<file path="src/flash_host_pkg.sv">
// Constants, command types and pin bundle for the sector flash host controller.
// Assumes a 25 MHz system clock and a flash part with a byte-wide asynchronous bus.

package flash_host_pkg;

    // ==========================================================
    // Geometry
    localparam int ADDR_W      = 19;  // Byte address width
    localparam int DATA_W      = 8;   // Data bus width
    localparam int OFFSET_W    = 8;   // Byte within sector
    localparam int SECTOR_W    = ADDR_W - OFFSET_W;  // Sector number width
    localparam int POLL_BIT    = 7;   // Complement status bit
    localparam int TOGGLE_BIT  = 6;   // Alternating status bit
    localparam int PREFIX_LEN  = 3;   // Commands in the lock prefix

    // ==========================================================
    // Timing
    localparam int CLK_KHZ       = 25000;  // System clock rate
    localparam int READ_ACCESS_NS = 90;    // Least time from select to valid data
    localparam int WE_PULSE_NS   = 100;    // Least write strobe low time
    localparam int LOAD_GAP_US   = 150;    // Longest gap between byte loads
    localparam int PROG_CYCLE_MS = 10;     // Sector program cycle time
    localparam int POWER_ON_MS   = 5;      // Wait after power before programming
    localparam int READ_CYC      = (READ_ACCESS_NS * CLK_KHZ + 999999) / 1000000;
    localparam int WE_PULSE_CYC  = (WE_PULSE_NS * CLK_KHZ + 999999) / 1000000;
    localparam int LOAD_GAP_CYC  = (LOAD_GAP_US * CLK_KHZ) / 1000;
    localparam int GAP_MARGIN_CYC = 8;     // Covers cycles from decision to falling edge
    localparam int PROG_CYCLE_CYC = PROG_CYCLE_MS * CLK_KHZ;
    localparam int POWER_ON_CYC  = POWER_ON_MS * CLK_KHZ;
    localparam int TIMEOUT_FACTOR = 4;     // Poll budget in program cycle times
    localparam int TMR_W         = 24;     // Long timer width
    localparam int PHASE_W       = 4;      // Short phase counter width

    // ==========================================================
    // Commands and carriers
    typedef enum logic [1:0] {
        OP_READ    = 2'h0,  // Single byte read
        OP_PROGRAM = 2'h1,  // Load a sector from the byte stream
        OP_LOCK_ON = 2'h2   // Issue the lock prefix alone
    } op_t;

    typedef struct packed {
        op_t                     op;          // Operation
        logic [ADDR_W-1:0]       addr;        // Read address or sector base
        logic                    use_prefix;  // Precede the load with the prefix
    } cmd_t;

    typedef struct packed {
        logic [OFFSET_W-1:0]     offset;      // Byte within the sector
        logic [DATA_W-1:0]       data;        // Byte to load
        logic                    last;        // Final byte of the sector
    } load_byte_t;

    typedef struct packed {
        logic [DATA_W-1:0]       data;        // Read data or final poll data
        logic                    timeout;     // Poll budget ran out
        logic                    gap_lost;    // Stream stalled, load phase ended early
    } resp_t;

    typedef struct packed {
        logic                    chip_select_n;   // Chip select, active low
        logic                    output_gate_n;   // Output gate, active low
        logic                    write_strobe_n;  // Write strobe, active low
        logic [ADDR_W-1:0]       address_lines;   // Address
        logic [DATA_W-1:0]       data_out;        // Data driven to the part
        logic                    data_oe;         // High while the host drives data
    } flash_pins_t;

endpackage

</file>
<file path="src/sector_flash_host.sv">
// Host controller that reads, loads and programs sectors of a byte-wide flash part.
// Assumes the flash pins are wired straight to the part and data_in is synchronous.

`timescale 1ns/1ps

module sector_flash_host #(
    parameter int                                          POWER_ON_CYC_P = flash_host_pkg::POWER_ON_CYC,
    parameter int                                          PROG_CYCLE_CYC_P = flash_host_pkg::PROG_CYCLE_CYC,
    parameter logic [2:0][flash_host_pkg::ADDR_W-1:0]     PREFIX_ADDR = {19'h00003, 19'h00002, 19'h00001},
    parameter logic [2:0][flash_host_pkg::DATA_W-1:0]     PREFIX_DATA = {8'h03, 8'h02, 8'h01}
) (
    input  wire logic                                      clk,
    input  wire logic                                      rst,
    input  wire logic                                      cmd_valid,
    input  wire flash_host_pkg::cmd_t                      cmd,
    output logic                                           cmd_ready,
    input  wire logic                                      byte_valid,
    input  wire flash_host_pkg::load_byte_t                byte_in,
    output logic                                           byte_ready,
    output logic                                           resp_valid,
    output flash_host_pkg::resp_t                          resp,
    output flash_host_pkg::flash_pins_t                    pins,
    input  wire logic [flash_host_pkg::DATA_W-1:0]         data_in
);
    import flash_host_pkg::*;

    // ==========================================================
    // Sequencer states
    typedef enum logic [8:0] {
        S_WAKE     = 9'h001,  // Power-on wait
        S_IDLE     = 9'h002,  // Waiting for a command
        S_RD       = 9'h004,  // Read cycle, select and gate low
        S_WR_SET   = 9'h008,  // Address and data set up, select low
        S_WR_LOW   = 9'h010,  // Write strobe low
        S_WR_REL   = 9'h020,  // Strobe high, data held one cycle
        S_NEXT     = 9'h040,  // Between loads, watching the gap
        S_POLL     = 9'h080,  // Status read of the last loaded byte
        S_POLL_REL = 9'h100   // Bus released between polls
    } state_t;

    // Derived limits
    localparam logic [TMR_W-1:0]   WAKE_LAST  = TMR_W'(POWER_ON_CYC_P - 1);
    localparam logic [TMR_W-1:0]   GAP_LIMIT  = TMR_W'(LOAD_GAP_CYC - GAP_MARGIN_CYC);
    localparam logic [TMR_W-1:0]   POLL_LIMIT = TMR_W'(TIMEOUT_FACTOR * PROG_CYCLE_CYC_P);
    localparam logic [PHASE_W-1:0] READ_LAST  = PHASE_W'(READ_CYC - 1);
    localparam logic [PHASE_W-1:0] WE_LAST    = PHASE_W'(WE_PULSE_CYC - 1);
    localparam logic [1:0]         PREFIX_END = 2'(PREFIX_LEN);

    state_t                 state;       // Current state
    logic [PHASE_W-1:0]     phase;       // Cycles within a bus phase
    logic [TMR_W-1:0]       tmr;         // Wake, gap and poll timer
    logic [SECTOR_W-1:0]    sector;      // Sector being loaded
    logic [ADDR_W-1:0]      last_addr;   // Address of the last load
    logic [DATA_W-1:0]      last_data;   // Data of the last load
    logic                   last_flag;   // Last load closed the sector
    logic                   with_prefix; // Prefix goes ahead of the bytes
    logic                   only_prefix; // No bytes follow the prefix
    logic [1:0]             prefix_idx;  // Prefix commands already issued
    logic                   any_loaded;  // At least one load was made
    logic                   gap_lost;    // Stream stalled close to the gap budget
    logic [DATA_W-1:0]      poll_data;   // Latest poll sample
    logic                   prev6;       // Alternating bit of the sample before
    logic [1:0]             poll_count;  // Samples taken, saturating at two

    // ==========================================================
    // Decode
    wire logic              cmd_take     = (state == S_IDLE) && cmd_valid && cmd_ready;
    wire logic              prefix_pend  = with_prefix && (prefix_idx != PREFIX_END);
    wire logic              in_next      = (state == S_NEXT);
    wire logic              take_prefix  = in_next && prefix_pend;
    wire logic              take_byte    = in_next && !prefix_pend && !only_prefix
                                           && byte_valid && byte_ready;
    // End of loading: lock alone, or stall close to the gap budget
    wire logic              gap_over     = in_next && !prefix_pend && !take_byte
                                           && (only_prefix || (tmr >= GAP_LIMIT));
    wire logic              load_start   = take_prefix || take_byte;
    // Sector from the upper lines, byte offset from the lower ones
    wire logic [ADDR_W-1:0] byte_addr    = {sector, byte_in.offset};
    wire logic [ADDR_W-1:0] load_addr    = take_prefix ? PREFIX_ADDR[prefix_idx] : byte_addr;
    wire logic [DATA_W-1:0] load_data    = take_prefix ? PREFIX_DATA[prefix_idx] : byte_in.data;
    // Done when bit 7 shows true data and bit 6 stops alternating
    wire logic              poll_done    = (poll_count == 2'h2)
                                           && (poll_data[POLL_BIT] == last_data[POLL_BIT])
                                           && (poll_data[TOGGLE_BIT] == prev6);
    wire logic              poll_expired = tmr >= POLL_LIMIT;
    wire logic              read_end     = (phase == READ_LAST);
    wire logic              we_end       = (phase == WE_LAST);
    wire logic              ready_next   = in_next && !prefix_pend && !only_prefix
                                           && !take_byte && !gap_over;

    // ==========================================================
    // Sequencer and pin drive
    always_ff @(posedge clk or posedge rst) begin
        if (rst) begin
            state          <= S_WAKE;
            phase          <= '0;
            tmr            <= '0;
            cmd_ready      <= 1'b0;
            byte_ready     <= 1'b0;
            resp_valid     <= 1'b0;
            resp           <= '0;
            pins           <= '{chip_select_n: 1'b1, output_gate_n: 1'b1,
                                write_strobe_n: 1'b1, default: '0};
            sector         <= '0;
            last_addr      <= '0;
            last_data      <= '0;
            last_flag      <= 1'b0;
            with_prefix    <= 1'b0;
            only_prefix    <= 1'b0;
            prefix_idx     <= '0;
            any_loaded     <= 1'b0;
            gap_lost       <= 1'b0;
            poll_data      <= '0;
            prev6          <= 1'b0;
            poll_count     <= '0;
        end else begin
            resp_valid <= 1'b0;
            byte_ready <= ready_next;
            phase      <= phase + PHASE_W'(1);
            tmr        <= tmr + TMR_W'(1);
            unique case (state)
                // Hold off all access until the part may program
                S_WAKE: begin
                    if (tmr == WAKE_LAST) begin
                        state     <= S_IDLE;
                        cmd_ready <= 1'b1;
                    end
                end
                // Accept a command
                S_IDLE: begin
                    if (cmd_take) begin
                        cmd_ready <= 1'b0;
                        phase     <= '0;
                        tmr       <= '0;
                        if (cmd.op == OP_READ) begin
                            // Gate low with strobe high reads the array
                            pins.address_lines <= cmd.addr;
                            pins.chip_select_n <= 1'b0;
                            pins.output_gate_n <= 1'b0;
                            state              <= S_RD;
                        end else begin
                            // Lock alone, a plain load, or prefix ahead of a locked load
                            sector      <= cmd.addr[ADDR_W-1:OFFSET_W];
                            with_prefix <= cmd.use_prefix || (cmd.op == OP_LOCK_ON);
                            only_prefix <= (cmd.op == OP_LOCK_ON);
                            prefix_idx  <= '0;
                            any_loaded  <= 1'b0;
                            gap_lost    <= 1'b0;
                            state       <= S_NEXT;
                        end
                    end
                end
                // Read: sample at the end of the access time
                S_RD: begin
                    if (read_end) begin
                        resp_valid         <= 1'b1;
                        resp               <= '{data: data_in, default: 1'b0};
                        pins.chip_select_n <= 1'b1;
                        pins.output_gate_n <= 1'b1;
                        cmd_ready          <= 1'b1;
                        state              <= S_IDLE;
                    end
                end
                // Pick the next load or end the load phase
                S_NEXT: begin
                    if (load_start) begin
                        // Output gate stays high through the whole load
                        pins.address_lines <= load_addr;
                        pins.data_out      <= load_data;
                        pins.data_oe       <= 1'b1;
                        pins.chip_select_n <= 1'b0;
                        last_addr          <= load_addr;
                        last_data          <= load_data;
                        last_flag          <= take_byte && byte_in.last;
                        any_loaded         <= 1'b1;
                        prefix_idx         <= take_prefix ? prefix_idx + 2'h1 : prefix_idx;
                        state              <= S_WR_SET;
                    end else if (gap_over) begin
                        gap_lost <= !only_prefix;
                        phase    <= '0;
                        tmr      <= '0;
                        if (any_loaded) begin
                            // Part now programs on its own timer; poll it
                            pins.address_lines <= last_addr;
                            pins.chip_select_n <= 1'b0;
                            pins.output_gate_n <= 1'b0;
                            poll_count         <= '0;
                            state              <= S_POLL;
                        end else begin
                            resp_valid <= 1'b1;
                            resp       <= '{data: '0, timeout: 1'b0, gap_lost: 1'b1};
                            cmd_ready  <= 1'b1;
                            state      <= S_IDLE;
                        end
                    end
                end
                // Address settled; strobe falls last so it latches it
                S_WR_SET: begin
                    pins.write_strobe_n <= 1'b0;
                    phase               <= '0;
                    state               <= S_WR_LOW;
                end
                // Strobe low long enough to pass the noise filter
                S_WR_LOW: begin
                    if (we_end) begin
                        pins.write_strobe_n <= 1'b1;
                        state               <= S_WR_REL;
                    end
                end
                // Data held one cycle past the strobe rise
                S_WR_REL: begin
                    pins.chip_select_n <= 1'b1;
                    pins.data_oe       <= 1'b0;
                    phase              <= '0;
                    tmr                <= '0;
                    if (last_flag) begin
                        // Fresh poll count, else a count left from the last poll ends it at once
                        poll_count <= '0;
                        state      <= S_POLL_REL;
                    end else begin
                        state <= S_NEXT;
                    end
                end
                // Status read of the last loaded location
                S_POLL: begin
                    if (read_end) begin
                        poll_data          <= data_in;
                        prev6              <= poll_data[TOGGLE_BIT];
                        poll_count         <= (poll_count == 2'h2) ? poll_count
                                                                   : poll_count + 2'h1;
                        pins.chip_select_n <= 1'b1;
                        pins.output_gate_n <= 1'b1;
                        state              <= S_POLL_REL;
                    end
                end
                // Judge the sample; new access only after completion
                S_POLL_REL: begin
                    phase <= '0;
                    if (poll_done || poll_expired) begin
                        resp_valid <= 1'b1;
                        resp       <= '{data: poll_data, timeout: !poll_done,
                                        gap_lost: gap_lost};
                        cmd_ready  <= 1'b1;
                        state      <= S_IDLE;
                    end else begin
                        pins.address_lines <= last_addr;
                        pins.chip_select_n <= 1'b0;
                        pins.output_gate_n <= 1'b0;
                        if (last_flag && (poll_count == 2'h0) && (phase == '0)) begin
                            poll_count <= '0;
                            tmr        <= '0;
                        end
                        state <= S_POLL;
                    end
                end
                default: begin
                    state <= S_IDLE;
                end
            endcase
        end
    end

endmodule

</file>
<file path="config.mk">
export PLATFORM = sky130hd
export DESIGN_NAME = sector_flash_host
export DESIGN_NICKNAME = d
export VERILOG_FILES = /design/src/flash_host_pkg.sv /design/src/sector_flash_host.sv
export SDC_FILE = /design/constraint.sdc
export NUM_CORES = 1
export LEC_CHECK = 0
export BUFFER_PORTS_ARGS = -buffer_cell sky130_fd_sc_hd__buf_2
export CAP_MARGIN = 20
export CELL_PAD_IN_SITES_DETAIL_PLACEMENT = 1
export CELL_PAD_IN_SITES_GLOBAL_PLACEMENT = 1
export CORE_ASPECT_RATIO = 2
export CORE_MARGIN = 3
export CORE_UTILIZATION = 40
export CTS_BUF_LIST = sky130_fd_sc_hd__clkbuf_8
export DETAILED_ROUTE_END_ITERATION = 10
export PLACE_DENSITY = 0.73
export SLEW_MARGIN = 10
export SYNTH_ARGS = -nofsm -noshare
export SYNTH_HDL_FRONTEND = slang
export SYNTH_SLANG_ARGS = --single-unit
</file>
<file path="constraint.sdc">
create_clock -name clk -period 4.6 [get_ports clk]
set_clock_uncertainty 0.1 [all_clocks]
set_input_delay 0.92 -clock clk [delete_from_list [all_inputs] [get_ports clk]]
set_output_delay 0.92 -clock clk [all_outputs]
set_load 0.05 [all_outputs]
</file>
==> flow_summary.yaml, run 1 <==
yosys:
  yosysSeqAreaShare_pct: 50.2
  netlist_instances: 580
  synthesis.nets: 641
  synthFlopType: "dfrtp_1"
  synth-seq-cells: 129
  async_flop_share_pct: 100
  synth_cell_types: 66
  yosysWarnings: 0
  syn_area_mm2: 0.00644
  synth.avg_cell_area_um2: 11.1
  synth_edf_count: 0
clocking:
  worstSkewPairLatency_ps: 460
  post_cts_resized: 0
  cts_inserted_buffers: 17
  cts.sinks: 129
  post_cts_buffers: 0
  postCtsHoldBufs: 0
  cts_tree: "yes"
  root_buffer: "clkbuf_8"
  cts_max_path_buffers: 2
  clk_pin_slew_ps: 90
  h-tree-depth: 4
hold_path:
  hold_path_class: "reg2reg"
floorplan:
  initial_utilization_pct: 40.8
  num_rows: 65
  fp.dieH_um: 185
  die_area_mm2: 0.0177
  coreArea_mm2: 0.0158
  boundaryPins: 95
  die_w_um: 95.7
timing:
  tns_ps: 0
  drv_slew: 0
  rsz0062_at_grt: "no"
  fin_crit_sh_pct: 68.7
  fmax_mhz: 317
  hold_violations: 0
  slew-limit-headroom_pct: 36.2
  post-route-min-period_ps: 3160
  setup_viol: 0
  tightest_slew_ps: 955
route:
  drt_pre_antenna_iters: 7
  viasPerCell: 5.72
  wl_mm: 18.3
  ant_nets: 0
  route.vias.total: 5064
  drc: 0
  drt_iter0_markers: 323
  wl_per_cell_um: 20.7
pwr:
  vdd_drop_max_uv: 145
  p_leak_nw: 3.69
  power_density_mw_per_mm2: 285
critical_path:
  setup.worst_path.end_class: "flip-flop"
  crit_path_start: "state[1]"
  setup.worst_path.start_class: "flip-flop"
  r2r_setup_slack_ps: 1440
  reg2reg_depth: 6
  r2r-start: "state[1]"
  endpoint: "pins[13]"
  cp_max_fo: 13
  crit_required_ps: 4880
  critPathArrivalTime_ps: 3440
  r2r-end: "pins[13]"
  crit_type: "reg2reg"
grt:
  grt-ovfl-total: 0
  grt_max_degree: 130
  antenna_found_initial: 0
  grt_pass1_wl_mm: 29.4
  grt.total_usage_pct: 21.9
  grt_pass1_vias: 5592
place:
  gp_congestion: 0.896
  hpwl_mm: 13.7
  io_buffer_count: 94
layout:
  nets: 732
  final_layout_size_suffix_gt1_share_pct: 28.2
  syn2layout_area_growth_pct: 15.9
  fin_util_pct: 47.3
  n_antenna_cell: 0
outcome:
  status: "complete, no violations"
run:
  cap_violations: 0
==> cell usage after synthesis (5+ instances only) <==
| master | n | share of area, % |
|---|---|---|
| and4_1 | 5 | 0.68 |
| nand4_1 | 10 | 0.97 |
| nor2b_1 | 5 | 0.49 |
| a21o_1 | 6 | 0.70 |
| xnor2_1 | 15 | 2.0 |
| xor2_1 | 15 | 2.0 |
| nor2_1 | 57 | 3.3 |
| mux2i_1 | 19 | 3.0 |
| nand2b_1 | 7 | 0.68 |
| nor3_1 | 8 | 0.62 |
| a21oi_1 | 18 | 1.4 |
| inv_1 | 30 | 1.7 |
| nand2_1 | 24 | 1.4 |
| buf_2 | 14 | 1.1 |
| mux2_2 | 24 | 4.2 |
| a22o_1 | 33 | 4.5 |
| nor4_1 | 5 | 0.49 |
| nand3_1 | 21 | 1.6 |
| and3_1 | 6 | 0.58 |
| clkbuf_1 | 9 | 0.52 |
| o21ai_0 | 8 | 0.62 |
| dfrtp_1 | 125 | 49 |
| a222oi_1 | 17 | 2.6 |
| mux2_4 | 8 | 1.9 |
| ha_1 | 10 | 1.9 |
==> worst max-delay path, stage by stage, from the launching register on <==
cell and delay (ps):
dfrtp_1 510, or4_4 620, nor3_4 500, o21ai_1 270, nand3_1 520, buf_4 340
mux2i_1 230
==> per-layer routing <==
layer	part of all wire [%]	vias up	global-route usage, %	routed length, um
li1	-	2321	-	-
met1	35	2580	23.3	6470
met2	57	121	40.8	10500
met3	3.2	42	3.54	591
met4	3.9	0	10.1	717
met5	0	-	0	0
==> cells in the final DEF, fill, tap and decap left out, types with 6 or more instances in the layout <==
master and n:
inv_1 29, nor3_1 7, dfrtp_1 125, xor2_1 15
mux2i_1 19, xnor2_1 15, nand3_1 21, nand4_1 10
nor2_1 57, buf_2 94, a21o_1 6, mux2_4 8
a222oi_1 17, a22o_1 33, nand2_1 24, nand2b_1 7
and3_1 6, o21ai_0 8, ha_1 10, buf_4 7
mux2_2 24, clkbuf_8 17, a21oi_1 18
==> power breakdown <==
part / internal [W] / switching (W)
Combinational: 0.0000304 / 0.0000410
Sequential: 0.00114 / 0.00000247
Clock: 0.000389 / 0.000528
Total: 0.00156 / 0.000571
==> state kept, by name (all words and copies together), names as in the netlist <==
register / count
any_loaded: 1
resp: 10
with_prefix: 1
last_flag: 1
poll_data: 8
phase: 4
tmr: 24
prev6: 1
last_addr: 19
last_data: 8
sector: 11
pins: 23
gap_lost: 1
state: 9
prefix_idx: 2
byte_ready: 1
only_prefix: 1
cmd_ready: 1
resp_valid: 1
poll_count: 2
==> per-stage QoR <==
stage	power, W	instance area [um^2]	worst slack (ps)	std cells	hold WS (ps)
after floorplan	0.00120	6440	146	580	350
after global placement	0.00123	7070	1560	852	357
after detailed placement	0.00124	7100	1410	853	369
after CTS	0.00216	7460	1390	885	387
after global routing	0.00220	7460	1160	885	404
final	0.00213	7460	1440	885	387
==> cell type report <==
type	count	area, um^2
fillers	1805	8310
clock buffers	17	234
well taps	201	251
flip-flops and latches	129	3230
repair buffers	103	571
clock inverters	15	129
inverters	30	115
multi-input cells	390	2930
==> cells by family (layout without fill, tap and decap cells) <==
group	count (synthesis)	count (layout)	synth area share [%]
buffers and inverters	61	165	4.53
and+or+nand+nor	187	187	16.4
AOI/OAI and AO/OA	110	110	13.5
muxes	53	53	9.37
adders and majority gates	10	10	1.94
xor gates and xnor gates	30	30	4.08
DFF	129	129	50.2
==> worst min-delay path by stage <==
stage | slack, ps | endpoint | from | cells past startpoint
2_1_floorplan | 350 | phase[0] | phase[0] | 1
3_3_place_gp | 360 | last_data[6] | last_data[6] | 2
3_5_place_dp | 370 | last_addr[0] | last_addr[0] | 1
4_1_cts | 390 | last_addr[0] | last_addr[0] | 1
5_1_grt | 400 | last_addr[1] | last_addr[1] | 1
6_report | 390 | last_addr[0] | last_addr[0] | 1
Power figures use the tool's default switching activity.
==> run 2, diff against run 1 <==
PLACE_DENSITY = 0.7   (was 0.73)
clock period = 3 ns   (was 4.6 ns; I/O delays follow)
==> run 2 against run 1 <==
Sequential power grew 54%. Flip-flop and latch count stayed put. Critical path type unchanged. Combinational power increased by 68%. Fmax increased by 15%. Via count rose by 1.9%. Cell area increased by 3.6%. First-iteration DRC count is 5.9% lower.
==> flow_summary.yaml, run 2 (same netlist as run 1, synthesis figures left out) <==
outcome:
  status: "complete, no violations"
route:
  route.vias.total: 5161
  drc: 0
  drt_pre_antenna_iters: 5
  wl_mm: 18.9
  drt_iter0_markers: 304
  ant_nets: 0
  wl_per_cell_um: 20.8
  viasPerCell: 5.70
timing:
  post-route-min-period_ps: 2750
  hold_slack_ps: 228
  tns_ps: 0
  tightest_slew_ps: 890
  drv_slew: 0
  slew-limit-headroom_pct: 40.5
  rsz0062_at_grt: "no"
  setup_viol: 0
  hold_violations: 0
  fin_crit_sh_pct: 91.5
  fmax_mhz: 364
clocking:
  cts_max_path_buffers: 2
  root_buffer: "clkbuf_8"
  post_cts_buffers: 0
  cts_tree: "yes"
  worstSkewPairLatency_ps: 460
  postCtsHoldBufs: 0
  clk_pin_slew_ps: 90
  cts_inserted_buffers: 17
  cts.sinks: 129
  h-tree-depth: 4
floorplan:
  fp.dieH_um: 185
  die_area_mm2: 0.0177
  boundaryPins: 95
  die_w_um: 95.7
  initial_utilization_pct: 40.8
  coreArea_mm2: 0.0158
  num_rows: 65
layout:
  fin_util_pct: 49.0
  syn2layout_area_growth_pct: 20.1
  fillers: 1766
  final_layout_size_suffix_gt1_share_pct: 30.3
  regMostFlops: "tmr"
  layout_commonest_cell: "dfrtp_1"
  finalNonFillerCells: 905
  mostFrequentLayoutCells: "125 x dfrtp_1, 94 x buf_2, 57 x nor2_1, 33 x a22o_1, 29 x inv_1"
  largest_reg_flops: 24
  top_regs: "tmr x24, pins x23, last_addr x19"
  multiInputGateArea_mm2: 0.00294
  nets: 751
  regArea_mm2: 0.00323
grt:
  grt_max_degree: 42
  grt.total_usage_pct: 22.7
  grt_pass1_vias: 5817
  grt-ovfl-total: 0
  grt_pass1_wl_mm: 30.5
  antenna_found_initial: 1
critical_path:
  r2r-start: "phase[0]"
  cpMaxStageDelayCell: "dfrtp_1"
  cp_max_fo: 10
  critPathMaxStageDelay_ps: 420
  setup.worst_path.end_class: "flip-flop"
  setup.worst_path.start_class: "flip-flop"
  crit_path_cell_trace: "inv_1, ha_1, nor3b_4, nor4_2, or3_1, o22ai_1, nor3b_2, buf_4, mux2_4"
  critPathArrivalTime_ps: 2990
  reg2reg_depth: 9
  cp.buffers_inverters: 2
  r2r_setup_slack_ps: 250
  crit_type: "reg2reg"
  crit_required_ps: 3240
  r2r-end: "resp[4]"
  crit_family: "simple AND/OR/NAND/NOR gates"
place:
  dp_cells: 872
  hpwl_mm: 14.1
  gp_congestion: 0.860
  io_buffer_count: 94
pwr:
  total_power_w: 0.00348
  p_leak_nw: 3.82
  power_density_mw_per_mm2: 450
  vdd_drop_max_uv: 266
run:
  cap_violations: 0
hold_path:
  hold_path_class: "in2async"
==> run 2: changes by cell type in the layout (fill, tap and decap cells not counted), sizes merged <==
| cell | change |
|---|---|
| buf | +19 |
| clkinvlp | -1 |
| inv | -4 |
| clkinv | +2 |
| bufinv | +3 |
| diode | +1 |
==> run 2: what timing repair did <==
action                                  in CTS  in global routing
resized for setup                            0                  3
endpoints found under the setup margin       0                  3
endpoints found under the hold margin        0                  0
==> run 2: worst reg2reg max path: cells and delay by family, from the launching register on <==
kind	cells	cell delay, ps
AO/OA/AOI/OAI	1	210
adder cells (fa/ha/maj)	1	180
buffers and inverters	2	370
flip-flops	1	420
multiplexers	1	330
AND/OR/NAND/NOR	4	1020
==> run 2: worst max-delay path by stage <==
stage | from | to | slack [ps] | cells past startpoint
after floorplan | phase[0] | resp[2] | 530 | 9
after global placement | phase[0] | poll_count[0] | 190 | 9
after detailed placement | phase[0] | poll_count[1] | 60 | 9
after CTS | phase[0] | poll_count[1] | 20 | 9
after global routing | phase[0] | poll_count[1] | 100 | 9
final | phase[0] | resp[4] | 250 | 9
==> run 2: stage by stage <==
stage	setup slack (ps)	area, um^2
after floorplan	530	6440
after global placement	188	7300
after detailed placement	64.6	7300
after CTS	22.4	7720
after global routing	99.1	7730
final	254	7730
==> run 2: metal layers <==
layer	global-route usage [%]	part of all wire [%]	up-vias
met4	11.1	3.1	0
met2	41.5	57	131
li1	-	-	2357
met5	0	0	-
met3	3.58	3.4	41
met1	24.7	36	2632
==> run 2: where the power goes <==
group	leakage (nW)	internal [W]	switching [W]	total (W)
clock network	0.205	0.000831	0.000779	0.00161
registers	1.64	0.00174	0.00000396	0.00175
logic	1.98	0.0000545	0.0000659	0.000120
total	3.82	0.00263	0.000849	0.00348
==> run 2: area by class of cell <==
cell class	count	share of cell area, %
inverters	30	1.50
multi-input cells	390	38.1
clock inverters	15	2.36
clock buffers	17	3.03
repair buffers	122	9.94
well taps	201	3.25
flip-flops and latches	129	41.8
diodes	1	0.0324
